$ cat src/logic/status_out_pkg.sv
// Purpose: shared constants and types for the drive status output block
// Assumes: one 100 MHz clock, synchronous active-low reset
// Notes: function codes select what each digital output line carries
package status_out_pkg;
   localparam int NUM_OUTPUTS = 4;
   localparam int FUNC_W = 8;
   localparam int POS_W = 32;
   localparam int TORQUE_W = 16;
   localparam int PCT_W = 7;
   localparam int TIME_W = 40;

   localparam logic [7:0] FUNC_IN_POSITION = 8'h05;
   localparam logic [7:0] FUNC_TORQUE_LIMIT = 8'h06;
   localparam logic [7:0] FUNC_FAULT = 8'h07;
   localparam logic [7:0] FUNC_BRAKE = 8'h08;
   localparam logic [7:0] FUNC_HOME_DONE = 8'h09;
   localparam logic [7:0] FUNC_OVERLOAD_PREWARN = 8'h10;
   localparam logic [7:0] FUNC_WARNING = 8'h11;
   localparam logic [7:0] ORIGIN_INPUT_FUNC = 8'h24;

   // overload timing is counted in milliseconds
   localparam int CLK_PERIOD_NS = 10;
   localparam int MS_NS = 1000000;
   localparam int CYCLES_PER_MS = MS_NS / CLK_PERIOD_NS;
   localparam logic [16:0] MS_TICK_LAST = 17'(CYCLES_PER_MS - 1);
   localparam logic [6:0] PERCENT_FULL = 7'h64;
   localparam logic [7:0] ALARM_OVERLOAD = 8'h06;

   typedef enum logic [2:0] {
      MODE_EXT_PULSE_POS,
      MODE_INT_POS,
      MODE_SPEED,
      MODE_TORQUE,
      MODE_TORQUE_ZERO
   } ctrl_mode_e;

   typedef struct packed {
      logic reverse_limit;
      logic forward_limit;
      logic op_stop;
      logic serial_error;
      logic undervoltage;
      logic other_alarm;
   } alarm_cond_s;

   typedef struct packed {
      logic in_position_flag;
      logic torque_limit_flag;
      logic fault_flag;
      logic holding_brake_output;
      logic home_done_flag;
      logic overload_prewarn_flag;
      logic warning_flag;
   } status_s;
endpackage

$ cat src/logic/overload_timer.sv
// Purpose: continuous overload time accumulation and pre-warning
// Assumes: overload_active is a level from the same clock domain
// Notes: times are in milliseconds, stepped by a one-cycle tick
`timescale 1ns/100ps
module overload_timer (
   input wire logic clk,
   input wire logic reset_n,
   input wire logic ms_tick,
   input wire logic overload_active,
   input wire logic [15:0] permit_time_ms,
   input wire logic [6:0] overload_warning_percent,
   output logic prewarn,
   output logic alarm
);
   logic [15:0] accum_ms;
   logic [15:0] next_accum_ms;
   logic prewarn_q;
   logic next_prewarn;
   logic alarm_q;
   logic next_alarm;
   logic [23:0] scaled;
   logic [23:0] prewarn_scaled;

   // compare in percent units so no divider is needed
   assign scaled = 24'(accum_ms) * 24'(status_out_pkg::PERCENT_FULL);
   assign prewarn_scaled = 24'(permit_time_ms) * 24'(overload_warning_percent);

   always_comb begin
      next_accum_ms = accum_ms;
      next_prewarn = prewarn_q;
      next_alarm = alarm_q;
      if (!overload_active) begin
         next_accum_ms = '0;
         next_prewarn = 1'b0;
      end else begin
         if (ms_tick && accum_ms != 16'hffff) begin
            next_accum_ms = accum_ms + 16'h0001;
         end
         if (scaled > prewarn_scaled) begin
            next_prewarn = 1'b1;
         end
         if (accum_ms > permit_time_ms) begin
            next_alarm = 1'b1;
         end
      end
   end

   always_ff @(posedge clk) begin
      if (!reset_n) begin
         accum_ms <= '0;
         prewarn_q <= 1'b0;
         alarm_q <= 1'b0;
      end else begin
         accum_ms <= next_accum_ms;
         prewarn_q <= next_prewarn;
         alarm_q <= next_alarm;
      end
   end

   assign prewarn = prewarn_q;
   // the alarm is sticky until reset: clearing alarms is outside this block
   assign alarm = alarm_q;
endmodule // overload_timer

$ cat src/logic/drive_status_output_flags.sv
// Purpose: selectable digital status outputs of a servo drive
// Assumes: all motion inputs are synchronous to clk except origin_sensor_input
// Notes: each output line carries the function chosen by its function code
//
// What this block does
// - pulse position mode: in position when error within window
// - internal position: in position within target band
// - torque-limit flag, not in torque modes
// - fault flag on other_alarm or overload alarm, all modes
// - limit, stop, serial, undervoltage raise warning first
// - brake output follows brake timing settings
// - homing done when origin sensor seen during homing, internal position only
// - home flag low after power-up, then held
// - position overflow clears home flag
// - new homing command clears home flag immediately
// - prewarn when overload time exceeds scaled permit
// - prewarn selectable by code, internal position only
// - overload beyond permit raises alarm and fault
// - warning flag code selectable, all modes
`timescale 1ns/100ps
module drive_status_output_flags (
   input wire logic clk,
   input wire logic reset_n,
   input wire status_out_pkg::ctrl_mode_e ctrl_mode,
   input wire logic [4*8-1:0] func_codes,
   input wire logic [31:0] position_error,
   input wire logic [31:0] motor_position,
   input wire logic [31:0] target_position,
   input wire logic [15:0] in_position_window,
   input wire logic [15:0] motor_torque,
   input wire logic [15:0] torque_limit,
   input wire status_out_pkg::alarm_cond_s alarm_cond,
   input wire logic brake_request,
   input wire logic [15:0] brake_on_delay_setting,
   input wire logic [15:0] brake_off_delay_setting,
   input wire logic homing_start,
   input wire logic homing_active,
   input wire logic origin_sensor_input,
   input wire logic position_overflow,
   input wire logic overload_active,
   input wire logic [15:0] permit_time_ms,
   input wire logic [6:0] overload_warning_percent,
   output logic [3:0] dout,
   output status_out_pkg::status_s status,
   output logic [7:0] alarm_code
);
   // ----------------------------------------------------------------
   // millisecond tick and origin sensor synchroniser
   // ----------------------------------------------------------------
   logic [16:0] tick_cnt;
   logic [16:0] next_tick_cnt;
   logic ms_tick;
   logic origin_meta;
   logic origin_sync;

   always_comb begin
      next_tick_cnt = tick_cnt + 17'h00001;
      if (tick_cnt == status_out_pkg::MS_TICK_LAST) begin
         next_tick_cnt = '0;
      end
   end

   always_ff @(posedge clk) begin
      if (!reset_n) begin
         tick_cnt <= '0;
         origin_meta <= 1'b0;
         origin_sync <= 1'b0;
      end else begin
         tick_cnt <= next_tick_cnt;
         origin_meta <= origin_sensor_input;
         origin_sync <= origin_meta;
      end
   end

   assign ms_tick = (tick_cnt == status_out_pkg::MS_TICK_LAST);

   // ----------------------------------------------------------------
   // overload timing
   // ----------------------------------------------------------------
   logic ol_prewarn;
   logic ol_alarm;

   overload_timer u_overload (
      .clk(clk),
      .reset_n(reset_n),
      .ms_tick(ms_tick),
      .overload_active(overload_active),
      .permit_time_ms(permit_time_ms),
      .overload_warning_percent(overload_warning_percent),
      .prewarn(ol_prewarn),
      .alarm(ol_alarm)
   );

   // ----------------------------------------------------------------
   // position and torque conditions
   // ----------------------------------------------------------------
   logic pulse_mode;
   logic int_mode;
   logic [31:0] abs_err;
   logic [31:0] diff;
   logic [31:0] abs_diff;
   logic in_pos;
   logic tq_lim;
   logic warn_cond;
   logic fault_cond;

   assign pulse_mode = (ctrl_mode == status_out_pkg::MODE_EXT_PULSE_POS);
   assign int_mode = (ctrl_mode == status_out_pkg::MODE_INT_POS);
   assign abs_err = position_error[31] ? 32'(-position_error) : position_error;
   assign diff = motor_position - target_position;
   assign abs_diff = diff[31] ? 32'(-diff) : diff;

   always_comb begin
      in_pos = 1'b0;
      if (pulse_mode) begin
         in_pos = (abs_err <= 32'(in_position_window));
      end else if (int_mode) begin
         in_pos = (abs_diff <= 32'(in_position_window));
      end
   end

   // torque modes leave the flag inactive
   assign tq_lim = (motor_torque >= torque_limit) &&
      (ctrl_mode != status_out_pkg::MODE_TORQUE) &&
      (ctrl_mode != status_out_pkg::MODE_TORQUE_ZERO);

   assign warn_cond = alarm_cond.reverse_limit | alarm_cond.forward_limit |
      alarm_cond.op_stop | alarm_cond.serial_error | alarm_cond.undervoltage;
   // warning sources go to the warning flag, not straight to fault
   assign fault_cond = alarm_cond.other_alarm | ol_alarm;

   // ----------------------------------------------------------------
   // holding brake timing
   // ----------------------------------------------------------------
   logic brake_q;
   logic next_brake_q;
   logic [15:0] brake_cnt;
   logic [15:0] next_brake_cnt;

   always_comb begin
      next_brake_q = brake_q;
      next_brake_cnt = brake_cnt;
      if (brake_request == brake_q) begin
         next_brake_cnt = '0;
      end else if (ms_tick) begin
         next_brake_cnt = brake_cnt + 16'h0001;
         if (brake_request && brake_cnt >= brake_on_delay_setting) begin
            next_brake_q = 1'b1;
            next_brake_cnt = '0;
         end else if (!brake_request && brake_cnt >= brake_off_delay_setting) begin
            next_brake_q = 1'b0;
            next_brake_cnt = '0;
         end
      end
   end

   // ----------------------------------------------------------------
   // homing completed
   // ----------------------------------------------------------------
   logic home_q;
   logic next_home_q;

   always_comb begin
      next_home_q = home_q;
      if (homing_active && origin_sync) begin
         next_home_q = 1'b1;
      end
      // a restart or overflow outranks completion in the same cycle
      if (homing_start || position_overflow) begin
         next_home_q = 1'b0;
      end
   end

   // ----------------------------------------------------------------
   // output selection
   // ----------------------------------------------------------------
   status_out_pkg::status_s next_status;
   logic [3:0] next_dout;
   logic [7:0] next_alarm_code;

   always_comb begin
      next_status.in_position_flag = in_pos;
      next_status.torque_limit_flag = tq_lim;
      next_status.fault_flag = fault_cond;
      next_status.holding_brake_output = brake_q;
      next_status.home_done_flag = home_q & int_mode;
      next_status.overload_prewarn_flag = ol_prewarn & int_mode;
      next_status.warning_flag = warn_cond;
      next_alarm_code = ol_alarm ? status_out_pkg::ALARM_OVERLOAD : 8'h00;
      for (int i = 0; i < status_out_pkg::NUM_OUTPUTS; i++) begin
         case (func_codes[i*8 +: 8])
            status_out_pkg::FUNC_IN_POSITION: next_dout[i] = next_status.in_position_flag;
            status_out_pkg::FUNC_TORQUE_LIMIT: next_dout[i] = next_status.torque_limit_flag;
            status_out_pkg::FUNC_FAULT: next_dout[i] = next_status.fault_flag;
            status_out_pkg::FUNC_BRAKE: next_dout[i] = next_status.holding_brake_output;
            status_out_pkg::FUNC_HOME_DONE: next_dout[i] = next_status.home_done_flag;
            status_out_pkg::FUNC_OVERLOAD_PREWARN: begin
               next_dout[i] = next_status.overload_prewarn_flag;
            end
            status_out_pkg::FUNC_WARNING: next_dout[i] = next_status.warning_flag;
            default: next_dout[i] = 1'b0;
         endcase
      end
   end

   always_ff @(posedge clk) begin
      if (!reset_n) begin
         brake_q <= 1'b0;
         brake_cnt <= '0;
         home_q <= 1'b0;
         status <= '0;
         dout <= '0;
         alarm_code <= '0;
      end else begin
         brake_q <= next_brake_q;
         brake_cnt <= next_brake_cnt;
         home_q <= next_home_q;
         status <= next_status;
         dout <= next_dout;
         alarm_code <= next_alarm_code;
      end
   end
endmodule // drive_status_output_flags

$ cat config.mk
export PLATFORM = sky130hd
export DESIGN_NAME = drive_status_output_flags
export DESIGN_NICKNAME = d
export VERILOG_FILES = /design/src/logic/status_out_pkg.sv /design/src/logic/overload_timer.sv /design/src/logic/drive_status_output_flags.sv
export SDC_FILE = /design/constraint.sdc
export NUM_CORES = 1
export LEC_CHECK = 0
export BUFFER_PORTS_ARGS = -buffer_cell sky130_fd_sc_hd__buf_4
export CAP_MARGIN = 30
export CORE_ASPECT_RATIO = 0.6
export CORE_MARGIN = 4
export CORE_UTILIZATION = 25
export CTS_CLUSTER_SIZE = 20
export DETAILED_ROUTE_END_ITERATION = 12
export MAX_ROUTING_LAYER = met4
export PLACE_DENSITY = 0.53
export RECOVER_POWER = 50
export SETUP_SLACK_MARGIN = 0.2
export SLEW_MARGIN = 15
export SYNTH_ARGS = -nofsm -noshare
export SYNTH_HDL_FRONTEND = slang
export SYNTH_SLANG_ARGS = --single-unit
export TNS_END_PERCENT = 5
$ cat constraint.sdc
create_clock -name clk -period 7.2 [get_ports clk]
set_input_delay 2.16 -clock clk [delete_from_list [all_inputs] [get_ports clk]]
set_output_delay 2.16 -clock clk [all_outputs]
set_load 0.05 [all_outputs]
==> summary.txt <==
final hold vios -> 0
Power Total -> 2980 uW
Power Density -> 161 nW/um^2
crit-path max FO -> 6
Worst Max-Slew Pin Slew -> 0.976 ns
family with the most delay on the worst path -> adder cells
largest net degree at the start of global routing -> 32
most common cell after layout, fill and taps aside -> buf_4
Initial Utilization -> 0.254
Final min period -> 7.03 ns
Slew HR -> 0.344
Max-Cap Viols -> 0
EDFF count, synth -> 0
# rows -> 68
H-tree depth -> 3
IO buf count -> 260
Area growth syn-to-layout -> 25.9%
f_max -> 142 MHz
dominant cell type by count on the critical path -> fa_1
Synth async-reset ratio -> 0
Clock Skews -> 0.00747 ns
Critical-path top delay cell -> fa_1
worst path bufs/invs -> 6
Vias/cell -> 4.85
hold_buf cts -> 0
Crit path largest cell delay -> 0.54 ns
overall die area -> 62800 sq um
initial DRC count -> 1073
WP data arrival -> 7.25 ns
Vias -> 14600
Startpoint Class -> input pin
Top-Level Pins -> 267
Worst Path Required -> 7.42 ns
Cell variety after synth -> 81
Yosys Warn Count -> 0
Peak supply drop -> 0.105 mV
drt drc -> 0
Period Utilization, post-route -> 0.977
most frequent cells in the layout -> 339 x buf_4, 285 x inv_1, 242 x ha_1
first-pass GRT wire length -> 78000 microns
GRT Residual Overflow -> 0
layout cell share with drive strength beyond 1 -> 0.183
total CTS buffers -> 9
Clock Sinks -> 67
routed len/inst -> 16.2 microns
width of the chip -> 321 microns
CTS tree -> done
Leak -> 0.00933 uW
Yosys reg bits -> 67
Multi-input gate area -> 12200 sq um
FF+latch area -> 1340 sq um
Final GP Congestion -> 0.975
Netlist Area Pre-Place -> 14700 sq um
initial antenna violation count -> 1
Antenna Nets Post-Route -> 0
synthesized area per cell -> 7.63 sq um
TritonRoute pass-1 iters -> 5
number of global-route vias before repair -> 14800
Core Area -> 57800 sq um
Skew-Pair Late Insertion Delay -> 0.33 ns
GRT Overall Usage -> 0.155
max-slew violation count -> 0
RSZ-0062 raised after global routing -> true
Hold Path Class -> flip-flop to flip-flop
Synth Flop Type -> dfxtp_1
WS Path Type -> input pin to flip-flop
post-detail-place hpwl -> 42900 microns
final layout net count -> 2815
clock transition at the registers of the reported paths -> 0.05 ns
Final Routed Wirelength -> 48700 microns
pre-CTS setup slack -> -0.287 ns
Die H -> 196 microns
filler cell count -> 6206
sequential fraction of the synthesis area -> 0.0913
final setup margin -> 0.166 ns
Max Root-Sink Buffers -> 2
# setup viols final -> 0
status -> finished clean
Crit. End Element -> flip-flop
Syn Inst Count -> 1925
Root Buffer -> clkbuf_16
[kinds of logic after synthesis]
family	count (synthesis)	synth area share
adder cells (fa/ha/maj)	327	0.320
AO/OA/AOI/OAI	389	0.180
multiplexers	2	0.00136
buffers and inverters	332	0.0878
flip-flops	67	0.0913
XOR/XNOR	139	0.0829
AND/OR/NAND/NOR	668	0.236
other	1	0.000255
[worst register-to-register path: stages, from the launching register on]
cell and delay, ns:
dfxtp_1 0.47, ha_1 0.29, ha_1 0.27, inv_1 0.05, fa_1 0.50, inv_1 0.05
ha_1 0.32, nor2b_1 0.14, o21ai_0 0.10, a21boi_0 0.25, o21ai_0 0.14, a21boi_0 0.25
o21ai_0 0.14, a21boi_0 0.30, o21ai_0 0.16, a21oi_1 0.29, a21o_1 0.16, a21oi_1 0.07
xnor2_1 0.20, ha_1 0.28, a21o_1 0.19, a21o_1 0.17, a21oi_1 0.14, o21ai_1 0.09
a21oi_2 0.13, nor2_1 0.04
[synth_stat cells (7+ instances only)]
library cell	number	area [sq um]
inv_1	287	1080
ha_1	246	3080
nor2_1	153	574
nand2_1	143	537
and2_1	84	526
xnor2_1	82	718
fa_1	81	1620
a21oi_1	77	385
o21ai_0	72	360
dfxtp_1	67	1340
xor2_1	57	499
a21o_1	51	383
nand4_1	47	294
nor3_1	43	215
nand3_1	39	195
clkbuf_1	33	124
and3_1	27	169
nand2b_1	26	163
nor2b_1	24	150
o21a_1	24	180
a31oi_1	19	119
a211oi_1	18	135
nor4_1	14	87.6
o211ai_1	14	105
a2111oi_0	11	96.3
nor4b_1	10	87.6
o2111ai_1	10	87.6
o21bai_1	10	75.1
or3_1	10	62.6
buf_4	9	67.6
o31ai_1	9	67.6
a21boi_0	8	60.1
and4_1	7	61.3
o41ai_1	7	61.3
or2_2	7	43.8
[registers in the layout, summed over array words and instances (netlist names)]
signal and flops:
alarm_code 1, brake_cnt 16, brake_q 1, dout 4
home_q 1, origin_meta 1, origin_sync 1, status 7
tick_cnt 17, u_overload.accum_ms 16, u_overload.alarm 1, u_overload.prewarn 1
[power by group]
part | internal, uW | total (uW) | switching (uW)
clock | 297 | 453 | 156
combinational | 1000 | 2150 | 1150
sequential | 374 | 376 | 1.68
total | 1670 | 2980 | 1310
[final timing paths]
check                                      start                         endpoint  slack (ns)  cells after the start
max                            permit_time_ms[5]  u_overload.prewarn$_SDFFE_PN0N_        0.17                     27
min reg2reg               origin_meta$_SDFF_PN0_           origin_sync$_SDFF_PN0_        0.46                      1
max reg2reg  u_overload.accum_ms[3]$_SDFFE_PN0P_  u_overload.prewarn$_SDFFE_PN0N_        1.88                     25
min                       origin_meta$_SDFF_PN0_           origin_sync$_SDFF_PN0_        0.46                      1
[per-stage QoR]
| step | std cells | hold slack [ns] | area [sq um] | setup TNS [ns] | util |
|---|---|---|---|---|---|
| 6_report | 3016 | 0.456 | 18500 | 0 | 0.320 |
| 5_1_grt | 3016 | 0.478 | 18500 | -0.261 | 0.320 |
| 4_1_cts | 3014 | 0.464 | 18500 | 0 | 0.319 |
| 3_5_place_dp | 2997 | 0.453 | 18100 | -0.814 | 0.313 |
| 3_3_place_gp | 2996 | 0.420 | 18100 | -0.333 | 0.313 |
| 2_1_floorplan | 1930 | 0.412 | 14800 | 0 | - |
[final cells by class]
| cell class | instances | share of cell area |
|---|---|---|
| repair buffers | 344 | 0.139 |
| clock inverters | 1 | 0.00162 |
| multi-input cells | 1531 | 0.661 |
| diodes | 1 | 0.000135 |
| flip-flops and latches | 67 | 0.0725 |
| well taps | 770 | 0.0521 |
| inverters | 287 | 0.0582 |
| clock buffers | 15 | 0.0150 |
[metal layers]
metal,GRT usage,wire [microns]
met1,0.236,26400
met3,0.0234,3030
met4,0.0251,599
met2,0.216,18700
met5,-,0
[what timing repair did]
action | 4_1_cts | 5_1_grt
resized for setup | 10 | 9
setup endpoints to repair | 1 | 6
pin swaps | 9 | 15
setup buffers | 1 | 1
Power figures use the tool's default switching activity.
